File: config.mk
export PLATFORM = sky130hd
export DESIGN_NAME = tsc_timer_status
export DESIGN_NICKNAME = d
export VERILOG_FILES = /design/src/tsc_pkg.sv /design/src/tsc_timer_status.sv
export SDC_FILE = /design/constraint.sdc
export NUM_CORES = 1
export LEC_CHECK = 0
export ABC_CLOCK_PERIOD_IN_PS = 4200
export BUFFER_PORTS_ARGS = -buffer_cell sky130_fd_sc_hd__buf_2
export CORE_ASPECT_RATIO = 1.2
export CORE_MARGIN = 2
export CORE_UTILIZATION = 30
export CTS_CLUSTER_SIZE = 10
export DETAILED_ROUTE_END_ITERATION = 10
export SLEW_MARGIN = 5
export SYNTH_ARGS = -nofsm -noshare
export SYNTH_HDL_FRONTEND = slang
export SYNTH_SLANG_ARGS = --single-unit
File: constraint.sdc
create_clock -name aclk -period 4.2 [get_ports aclk]
set_clock_uncertainty 0.15 [all_clocks]
set_input_delay 0.42 -clock aclk [delete_from_list [all_inputs] [get_ports aclk]]
set_output_delay 0.42 -clock aclk [all_outputs]
set_load 0.1 [all_outputs]
File: src/tsc_pkg.sv
package tsc_pkg;
  localparam int NUM_CH = 5;
  localparam int NUM_GR = 4;
  // word index inside one channel block, byte address bits [4:2]
  localparam logic [2:0] REG_STAT = 3'h0;
  localparam logic [2:0] REG_CNT = 3'h1;
  localparam logic [2:0] REG_GRA = 3'h2;
  localparam logic [2:0] REG_GRB = 3'h3;
  localparam logic [2:0] REG_GRC = 3'h4;
  localparam logic [2:0] REG_GRD = 3'h5;
  localparam logic [2:0] REG_CTRL = 3'h6;
  // channel block stride 0x20, channel number in address bits [7:5]
  localparam int CH_LSB = 5;
  localparam int IDX_LSB = 2;
  // control register fields
  localparam int CTL_RUN = 0;
  localparam int CTL_PHASE = 1;
  localparam int CTL_CPWM = 2;
  localparam int CTL_CAP = 3;
  localparam int CTL_BUF = 7;
  localparam int CTL_W = 9;
  localparam logic [CTL_W-1:0] CTRL_RST = 9'h000;
  // status flag positions
  localparam int FLG_A = 0;
  localparam int FLG_B = 1;
  localparam int FLG_C = 2;
  localparam int FLG_D = 3;
  localparam int FLG_OVF = 4;
  localparam int FLG_UNF = 5;
  localparam logic [5:0] FLG_RST = 6'h00;
  localparam logic [5:0] MASK_2REG = 6'h33;
  localparam logic [5:0] MASK_4REG = 6'h1F;
  localparam logic [7:0] STAT_RST = 8'hC0;
  // counter and general register values
  localparam logic [15:0] CNT_RST = 16'h0000;
  localparam logic [15:0] GR_RST = 16'hFFFF;
  localparam logic [15:0] CNT_MAX = 16'hFFFF;
  localparam logic [15:0] CNT_MIN = 16'h0000;
  localparam logic [15:0] CNT_ONE = 16'h0001;
  // bus answers
  localparam logic [1:0] RESP_OKAY = 2'h0;
  localparam logic [1:0] RESP_SLVERR = 2'h2;
endpackage

File: src/tsc_timer_status.sv
`timescale 1ns/1ps
module tsc_timer_status
  import tsc_pkg::*;
(
  // clock and reset
  input wire logic aclk,
  input wire logic aresetn,
  input wire logic standby,
  // axi4-lite write
  input wire logic [11:0] s_axi_awaddr,
  input wire logic s_axi_awvalid,
  output logic s_axi_awready,
  input wire logic [31:0] s_axi_wdata,
  input wire logic [3:0] s_axi_wstrb,
  input wire logic s_axi_wvalid,
  output logic s_axi_wready,
  output logic [1:0] s_axi_bresp,
  output logic s_axi_bvalid,
  input wire logic s_axi_bready,
  // axi4-lite read
  input wire logic [11:0] s_axi_araddr,
  input wire logic s_axi_arvalid,
  output logic s_axi_arready,
  output logic [31:0] s_axi_rdata,
  output logic [1:0] s_axi_rresp,
  output logic s_axi_rvalid,
  input wire logic s_axi_rready,
  // counting
  input wire logic [NUM_CH-1:0] count_tick,
  input wire logic [NUM_CH-1:0] phase_down,
  input wire logic [NUM_CH*NUM_GR-1:0] capture_in,
  // transfer acknowledges
  input wire logic [NUM_CH-1:0] dma_ack_a,
  input wire logic [NUM_CH-1:0] xfer_ack_b,
  input wire logic [NUM_CH-1:0] xfer_ack_c,
  input wire logic [NUM_CH-1:0] xfer_ack_d,
  input wire logic xfer_ack_ovf4,
  // status out
  output logic [NUM_CH-1:0] count_dir_flag
);

  logic init;
  logic wr_en;
  logic wr_ok;
  logic wr_full;
  logic rd_en;
  logic rd_ok;
  logic [2:0] wch;
  logic [2:0] widx;
  logic [2:0] rch;
  logic [2:0] ridx;
  logic bvalid_q;
  logic [1:0] bresp_q;
  logic rvalid_q;
  logic [1:0] rresp_q;
  logic [31:0] rdata_q;
  logic [15:0] rd_word;
  logic [15:0] cnt_q [NUM_CH];
  logic [15:0] gr_q [NUM_CH][NUM_GR];
  logic [5:0] flg_q [NUM_CH];
  logic [5:0] seen_q [NUM_CH];
  logic [CTL_W-1:0] ctrl_q [NUM_CH];
  logic up_q [NUM_CH];
  logic [7:0] stat_w [NUM_CH];

  assign init = !aresetn || standby;

  function automatic logic map_ok(input logic [11:0] a);
    logic [2:0] ch;
    logic [2:0] ix;
    ch = a[CH_LSB+2:CH_LSB];
    ix = a[IDX_LSB+2:IDX_LSB];
    map_ok = (a[11:8] == 4'h0) && (ch < 3'h5) && (ix <= REG_CTRL);
    if ((ch == 3'h1 || ch == 3'h2) && (ix == REG_GRC || ix == REG_GRD)) begin
      map_ok = 1'b0;
    end
  endfunction

  // write channel: address and data taken together
  assign wr_en = s_axi_awvalid && s_axi_wvalid && !bvalid_q;
  assign s_axi_awready = wr_en;
  assign s_axi_wready = wr_en;
  assign wr_ok = map_ok(s_axi_awaddr);
  assign wr_full = (s_axi_wstrb[1:0] == 2'h3);
  assign wch = s_axi_awaddr[CH_LSB+2:CH_LSB];
  assign widx = s_axi_awaddr[IDX_LSB+2:IDX_LSB];
  assign s_axi_bvalid = bvalid_q;
  assign s_axi_bresp = bresp_q;

  always_ff @(posedge aclk) begin
    if (!aresetn) begin
      bvalid_q <= 1'b0;
      bresp_q <= RESP_OKAY;
    end else if (wr_en) begin
      bvalid_q <= 1'b1;
      bresp_q <= wr_ok ? RESP_OKAY : RESP_SLVERR;
    end else if (s_axi_bready) begin
      bvalid_q <= 1'b0;
    end
  end

  // read channel
  assign rd_en = s_axi_arvalid && !rvalid_q;
  assign s_axi_arready = !rvalid_q;
  assign rd_ok = map_ok(s_axi_araddr);
  assign rch = s_axi_araddr[CH_LSB+2:CH_LSB];
  assign ridx = s_axi_araddr[IDX_LSB+2:IDX_LSB];
  assign s_axi_rvalid = rvalid_q;
  assign s_axi_rresp = rresp_q;
  assign s_axi_rdata = rdata_q;

  always_comb begin
    rd_word = 16'h0000;
    for (int i = 0; i < NUM_CH; i++) begin
      if (rch == 3'(i)) begin
        case (ridx)
          REG_STAT: rd_word = {8'h00, stat_w[i]};
          REG_CNT: rd_word = cnt_q[i];
          REG_GRA: rd_word = gr_q[i][0];
          REG_GRB: rd_word = gr_q[i][1];
          REG_GRC: rd_word = gr_q[i][2];
          REG_GRD: rd_word = gr_q[i][3];
          REG_CTRL: rd_word = {7'h00, ctrl_q[i]};
          default: rd_word = 16'h0000;
        endcase
      end
    end
  end

  always_ff @(posedge aclk) begin
    if (!aresetn) begin
      rvalid_q <= 1'b0;
      rresp_q <= RESP_OKAY;
      rdata_q <= 32'h00000000;
    end else if (rd_en) begin
      rvalid_q <= 1'b1;
      rresp_q <= rd_ok ? RESP_OKAY : RESP_SLVERR;
      rdata_q <= rd_ok ? {16'h0000, rd_word} : 32'h00000000;
    end else if (s_axi_rready) begin
      rvalid_q <= 1'b0;
    end
  end

  for (genvar c = 0; c < NUM_CH; c++) begin : g_ch
    localparam int NREG = (c == 1 || c == 2) ? 2 : 4;
    localparam logic [5:0] FMASK = (NREG == 2) ? MASK_2REG : MASK_4REG;
    logic sel_w;
    logic wr_st;
    logic wr_cnt;
    logic wr_ctl;
    logic rd_st;
    logic up;
    logic tick;
    logic ovf_ev;
    logic unf_ev;
    logic [3:0] wr_gr;
    logic [3:0] is_buf;
    logic [3:0] hit;
    logic [3:0] cap;
    logic [5:0] set_f;
    logic [5:0] clr_f;
    logic [5:0] ack_f;
    logic [15:0] cnt_d;

    assign sel_w = wr_en && wr_ok && wr_full && (wch == 3'(c));
    assign wr_st = sel_w && (widx == REG_STAT);
    assign wr_cnt = sel_w && (widx == REG_CNT);
    assign wr_ctl = sel_w && (widx == REG_CTRL);
    assign rd_st = rd_en && rd_ok && (rch == 3'(c)) && (ridx == REG_STAT);

    // count direction per channel type
    always_comb begin
      if (c == 0) begin
        up = 1'b1;
      end else if (c <= 2) begin
        up = !(ctrl_q[c][CTL_PHASE] && phase_down[c]);
      end else begin
        up = !ctrl_q[c][CTL_CPWM] || up_q[c];
      end
    end

    assign tick = count_tick[c] && ctrl_q[c][CTL_RUN] && !wr_cnt;
    assign cnt_d = up ? cnt_q[c] + CNT_ONE : cnt_q[c] - CNT_ONE;
    assign ovf_ev = tick && ((up && cnt_q[c] == CNT_MAX)
      || (c == 4 && ctrl_q[c][CTL_CPWM] && !up && cnt_q[c] == CNT_ONE));
    assign unf_ev = tick && (c == 1 || c == 2) && !up && cnt_q[c] == CNT_MIN;

    // counter
    always_ff @(posedge aclk) begin
      if (init) begin
        cnt_q[c] <= CNT_RST;
      end else if (wr_cnt) begin
        cnt_q[c] <= s_axi_wdata[15:0];
      end else if (tick) begin
        cnt_q[c] <= cnt_d;
      end
    end

    // turn-around in complementary pwm: peak at register a, valley at zero
    always_ff @(posedge aclk) begin
      if (init) begin
        up_q[c] <= 1'b1;
      end else if (!ctrl_q[c][CTL_CPWM] || c < 3) begin
        up_q[c] <= 1'b1;
      end else if (tick && up_q[c] && cnt_d == gr_q[c][0]) begin
        up_q[c] <= 1'b0;
      end else if (tick && !up_q[c] && cnt_q[c] == CNT_ONE) begin
        up_q[c] <= 1'b1;
      end
    end

    always_ff @(posedge aclk) begin
      if (init) begin
        ctrl_q[c] <= CTRL_RST;
      end else if (wr_ctl) begin
        ctrl_q[c] <= s_axi_wdata[CTL_W-1:0];
      end
    end

    // compare and capture per general register
    for (genvar r = 0; r < NUM_GR; r++) begin : g_gr
      assign wr_gr[r] = sel_w && (widx == REG_GRA + 3'(r));
      assign is_buf[r] = (r >= 2) && (NREG == 4) && ctrl_q[c][CTL_BUF + (r % 2)];
      assign hit[r] = (r < NREG) && !is_buf[r] && !ctrl_q[c][CTL_CAP + r]
        && tick && cnt_q[c] == gr_q[c][r];
      assign cap[r] = (r < NREG) && !is_buf[r] && ctrl_q[c][CTL_CAP + r]
        && capture_in[c*NUM_GR + r];

      always_ff @(posedge aclk) begin
        if (init) begin
          gr_q[c][r] <= GR_RST;
        end else if (r >= NREG) begin
          gr_q[c][r] <= GR_RST;
        end else if (cap[r]) begin
          gr_q[c][r] <= cnt_q[c];
        end else if (r < 2 && hit[r] && ctrl_q[c][CTL_BUF + (r % 2)] && NREG == 4) begin
          gr_q[c][r] <= gr_q[c][(r + 2) % NUM_GR];
        end else if (wr_gr[r]) begin
          gr_q[c][r] <= s_axi_wdata[15:0];
        end
      end
    end

    assign set_f = {unf_ev, ovf_ev, hit | cap};
    assign ack_f = {1'b0, (c == 4) && xfer_ack_ovf4,
      xfer_ack_d[c], xfer_ack_c[c], xfer_ack_b[c],
      dma_ack_a[c]};
    assign clr_f = (wr_st ? (~s_axi_wdata[5:0] & seen_q[c]) : 6'h00) | ack_f;

    // flags: set beats clear in the same cycle
    always_ff @(posedge aclk) begin
      if (init) begin
        flg_q[c] <= FLG_RST;
      end else begin
        flg_q[c] <= ((flg_q[c] & ~clr_f) | set_f) & FMASK;
      end
    end

    // flags seen as 1 by a status read arm their clear
    always_ff @(posedge aclk) begin
      if (init) begin
        seen_q[c] <= FLG_RST;
      end else begin
        seen_q[c] <= (seen_q[c] | (rd_st ? flg_q[c] : 6'h00)) & ~clr_f & flg_q[c];
      end
    end

    assign count_dir_flag[c] = (c == 0) ? 1'b1 : up;
    assign stat_w[c] = {count_dir_flag[c], STAT_RST[6], flg_q[c]};
  end
endmodule // tsc_timer_status

* After elaboration in Yosys (flattened, before gate mapping)
Memory sizes are Yosys's and may differ from the RTL's.
Index checks and enable logic that the tools add are counted.
** Word-level totals
- Register bits :: 38
- Bits in writable memories :: 510
- Input port bits :: 119
- Output and inout port bits :: 46
- Word-level logic and storage cells :: 734
- Memories kept :: 6
** Operators by class
- $add $sub $neg :: 9
- $lt $le $gt $ge :: 4
- Eq/ne operators :: 46
- Mux-type cells :: 328
- Bitwise gates (word level) :: 122
- Reduce and logical (&&, ||, !) cells :: 214
** Memories
- gr_q :: words 5, bits a word 64, read ports 5, clocked after Yosys merged registers in 0, wr ports 5, line tsc_timer_status.sv:59 : logic [15:0] gr_q [NUM_CH][NUM_GR];
- cnt_q :: words 5, bits a word 16, read ports 5, clocked after Yosys merged registers in 0, wr ports 5, line tsc_timer_status.sv:58 : logic [15:0] cnt_q [NUM_CH];
- ctrl_q :: words 5, bits a word 9, read ports 5, clocked after Yosys merged registers in 0, wr ports 5, line tsc_timer_status.sv:62 : logic [CTL_W-1:0] ctrl_q [NUM_CH];
- flg_q :: words 5, bits a word 6, read ports 5, clocked after Yosys merged registers in 0, wr ports 5, line tsc_timer_status.sv:60 : logic [5:0] flg_q [NUM_CH];
- seen_q :: words 5, bits a word 6, read ports 5, clocked after Yosys merged registers in 0, wr ports 5, line tsc_timer_status.sv:61 : logic [5:0] seen_q [NUM_CH];
- up_q :: words 5, bits a word 1, read ports 2, clocked after Yosys merged registers in 0, wr ports 5, line tsc_timer_status.sv:63 : logic up_q [NUM_CH];
** Operators by type and width (number)
- $mux W16 :: 62
- $pmux W16 S7 :: 5
- $eq A16 B16 Y1 :: 18
- $mux W1 :: 234
- $logic_and A1 B1 Y1 :: 159
- $mux W6 :: 20
- $and A6 B6 Y6 :: 17
- $add A16 B1 Y16 const B :: 5
- $eq A16 B16 Y1 const B :: 5
- $or A1 B1 Y1 :: 76
- $sub A16 B1 Y16 const B :: 4
- $mux W9 :: 5
- $or A6 B6 Y6 :: 7
- $logic_not A1 Y1 :: 37
- $not A6 Y6 :: 6
- $eq A16 B1 Y1 const B :: 2
- $logic_not A16 Y1 :: 2
- $eq A3 B2 Y1 const B :: 8
- $eq A3 B3 Y1 const B :: 8
- $or A6 B4 Y6 :: 4
- $and A5 B5 Y5 :: 3
- $or A5 B5 Y5 :: 3
- $eq A3 B1 Y1 const B :: 4
- $logic_not A3 Y1 :: 4
- 10 further kinds :: 25

* Depth between registers and ports, before layout
- Depth in word-level cells :: 19
- Gate-level depth with buffers :: 12
- Gate-level depth less buffers :: 11

* Worst setup path before layout
Ideal clock, no wire load.
- Path kind :: reg2reg
- Start point :: register bvalid_q, in the netlist s_axi_bvalid
- End point :: memory gr_q[0][48] (netlist bit), enable pin
- Setup time :: 0.467 ns
- Arrival :: 3.697 ns
- Data required time :: 3.583 ns
- Slack :: -0.114 ns
- Cell stages (with the launch flop) :: 10
- Buffers on the path :: 1
- Clock period less this slack :: 4.314 ns
- Path through :: dfxtp_1 -> nand3b_1 -> inv_1 -> nand4_1 -> nor4_4 -> a21oi_1 -> nor4b_1 -> nand2_1 -> buf_2 -> o2111ai_1
** RTL lines
- from (decl) :: line tsc_timer_status.sv:52 : logic bvalid_q;
- from (signal assigned) :: line tsc_timer_status.sv:92 : bvalid_q <= 1'b0;
- from (signal assigned) :: line tsc_timer_status.sv:95 : bvalid_q <= 1'b1;
- from (signal assigned) :: line tsc_timer_status.sv:98 : bvalid_q <= 1'b0;
- to (decl) :: line tsc_timer_status.sv:59

==> results.md <==
* Port Buffers at 112
* Post-synth ARST share at 0
* Seq cells post-synth at 449
* Crit path kind: reg -> reg
* Crit. End Element: flop
* RSZ-0062 raised after global routing: false
* Final Cycle Share at 0.864
* Layout Nets at 3298
* Setup Fix Bufs, Post-CTS at 0
* Worst skew pair latency at 0.64 ns
* Core area at 98200 um^2
* Max-Cap Viols at 0
* Critical Path RT at 4.42 ns
* Vias per cell at 5.97
* Status: complete, no violations
* Simple-gate portion of the synthesized area at 0.168
* Worst setup startpoint: ctrl_q[2][1]
* Area of the multi-input gates at 15500 um^2
* R2r startpoint: ctrl_q[2][1]
* Area grow syn2layout at 13.1%
* Vias in the first global route at 26000
* Routability Congestion at 0.971
* Reg area at 12800 um^2
* CTS tree: built
* Post-synth cell types at 93
* RR Endpoint: cnt_q[2][15]
* Die outline width at 291 um
* Critical Path End: cnt_q[2][15]
* Netlist Area Pre-Place at 29700 um^2
* Clock Tree Buf Depth at 3
* Synth Area in Adders at 0.0164
* Slew @ Worst Pin at 1.13 ns
* Initial core utilization at 0.302
* Root buffer cell: clkbuf_16
* Crit path launch type: flop
* EDFF count, synth at 382
* Initial DRC Count at 3446
* Post-synthesis mux area share at 0.0475
* CTS clock-pin slew for the worst setup and hold paths at 0.06 ns
* Setup TNS at 0 ns
* CP Max Fanout at 17
* WP data arrival at 3.85 ns
* Die height at 349 um
* Drt drc at 0
* Post-layout min period at 3.63 ns
* Rows at 126
* Antenna-violating nets left at 0
* Compound-Gate Fraction of Synth Area at 0.179
* DIE AREA at 101000 um^2
* Setup Viol. Count Final at 0
* Initial antenna violation count at 16
* Power Dens Cells at 325 nW/um^2
* First-pass DRT Iterations at 7
* Clock Sinks at 449
* Slew HR at 0.242
* WL per Instance at 27.7 um
* Mapped Avg Cell Area at 9.57 um^2
* R2R depth at 12
* First-pass GRT wire length at 179 mm
* LEAKAGE at 11.0 nW
* Post-synthesis cell count at 3101
* Worst Hold Class: in -> reg
* Grt total ovfl at 0
* Via Count at 26700
* Layout cells sized above 1 at 0.131
* Total CTS buffers at 52
* Final-report hold violation count at 0
* Maximum VDD drop at 0.291 mV
* Total length of routed wires at 124 mm
* Peak Freq at 276 MHz
* Largest net degree at the start of global routing at 49
* Post-DP HPWL at 87.8 mm
* GR Util All Layers at 0.237
* Xor/xnor share of the synthesized area at 0.105
* Io pins at 165
* H-Tree Depth at 2
* Hold slack at 0.00847 ns
* Slew Limit Fails at 0
* Register area share after synthesis at 0.432
* Flop-to-flop setup slack at 0.57 ns
* Largest family of logic cells by synthesized area: compound AO/OA/AOI/OAI gates
* # fillers at 10000
* YS warnings at 0
* Main synth FF type: edfxtp_1
==> where the power goes <==
| part | internal [mW] | total (mW) | switching, mW |
|---|---|---|---|
| Combinational | 0.437 | 1.44 | 1.01 |
| Sequential | 4.92 | 5.08 | 0.160 |
| Clock | 2.45 | 4.40 | 1.95 |
| Total | 7.80 | 10.9 | 3.11 |
==> worst min-delay path by stage <==
stage          cells past startpoint     startpoint      endpoint
2_1_floorplan                      1        up_q[4]       up_q[4]
3_3_place_gp                       1        up_q[4]       up_q[4]
3_5_place_dp                       1        up_q[4]       up_q[4]
4_1_cts                            4  xfer_ack_c[4]  seen_q[4][2]
5_1_grt                            4  xfer_ack_c[4]  seen_q[4][2]
6_report                           3   dma_ack_a[0]  seen_q[0][0]
==> cells by family (layout without fill, tap and decap cells) <==
family                     count (synthesis)  count (layout)
AOI/OAI and AO/OA                        748             748
other                                      2              24
xor gates and xnor gates                 354             354
DFF                                      449             449
buffers and inverters                    368             434
and+or+nand+nor                         1008            1008
muxes                                    134             134
adders and majority gates                 38              38
==> metrics by stage <==
stage,cells,util,area (um^2),power [mW],worst slack [ns]
2_1_floorplan,3118,-,29800,5.98,0.248
3_5_place_dp,4352,0.324,31800,6.55,0.433
4_1_cts,4464,0.342,33600,10.9,0.520
5_1_grt,4464,0.342,33600,11.2,0.264
6_report,4469,0.342,33600,10.9,0.571
3_3_place_gp,4352,0.324,31800,6.54,0.561
==> sequential cells by signal (all words and copies together) (netlist names) <==
name and cells:
cnt_q 80, ctrl_q 45, flg_q 23, gr_q 256, s_axi_bresp 1, s_axi_bvalid 1, s_axi_rdata 16, s_axi_rresp 1
s_axi_rvalid 1, seen_q 23, up_q 2
==> synth_stat cells (all sizes together), types with 10 or more instances <==
master | n | area [um^2]
nand2 | 196 | 736
edfxtp | 382 | 11500
inv | 51 | 191
xor2 | 114 | 998
ha | 35 | 438
and3 | 67 | 419
a31oi | 22 | 138
nor4 | 38 | 274
mux2i | 87 | 871
a211oi | 11 | 82.6
nand3b | 15 | 113
nand4 | 73 | 463
nor2 | 279 | 1050
buf | 91 | 493
nand3 | 87 | 440
mux2 | 46 | 518
o21a | 11 | 82.6
a22o | 14 | 123
a21o | 10 | 75.1
and2 | 11 | 68.8
o21ai | 138 | 691
o211ai | 16 | 120
a21oi | 105 | 526
dfxtp | 67 | 1340
o22ai | 69 | 438
o22a | 162 | 1420
nand2b | 11 | 68.8
a221oi | 35 | 307
a22oi | 49 | 368
o221ai | 12 | 105
nor2b | 21 | 131
o311ai | 10 | 87.6
nor3 | 153 | 771
xnor2 | 239 | 2090
clkbuf | 224 | 841
==> layer usage <==
| layer | up-vias | global-route usage | routed length [um] |
|---|---|---|---|
| li1 | 11600 | - | - |
| met3 | 427 | 0.0501 | 12600 |
| met2 | 1681 | 0.380 | 56100 |
| met4 | 20 | 0.150 | 8680 |
| met1 | 12900 | 0.290 | 46200 |
| met5 | - | 0 | 120 |
==> critical path: stages, from the launching register on <==
cell      delay [ns]
edfxtp_1        0.44
nand2_1         0.22
inv_1           0.33
ha_1            0.46
o21ai_0         0.13
o21a_1          0.21
o31ai_1         0.34
o41ai_1         0.11
buf_4           0.15
o21ai_0         0.32
nor4_1          0.11
a311oi_1        0.28
o21ai_0         0.11
==> layout by cell type (no fill, tap or decap), drive strengths merged, types with 87 or more instances in the layout <==
cell    instances
o21ai         138
buf           269
edfxtp        382
a21oi         105
nand3          87
xor2          114
nand2         196
nor3          153
xnor2         239
nor2          279
o22a          162
mux2i          87
clkbuf         94
==> area by class of cell <==
class	instances	area share
clock buffer	94	0.0459
tap	1280	0.0477
clock inverter	2	0.000522
timing repair buffer	285	0.0572
antenna	5	0.000373
inverter	53	0.00604
sequential	449	0.382
multi-input combinational	2301	0.460
==> repair_timing <==
action / CTS / global route
endpoints found under the hold margin: 19 / 0
hold buffers: 16 / 0
resized for setup: 0 / 0
(Power assumes the default switching activity.)
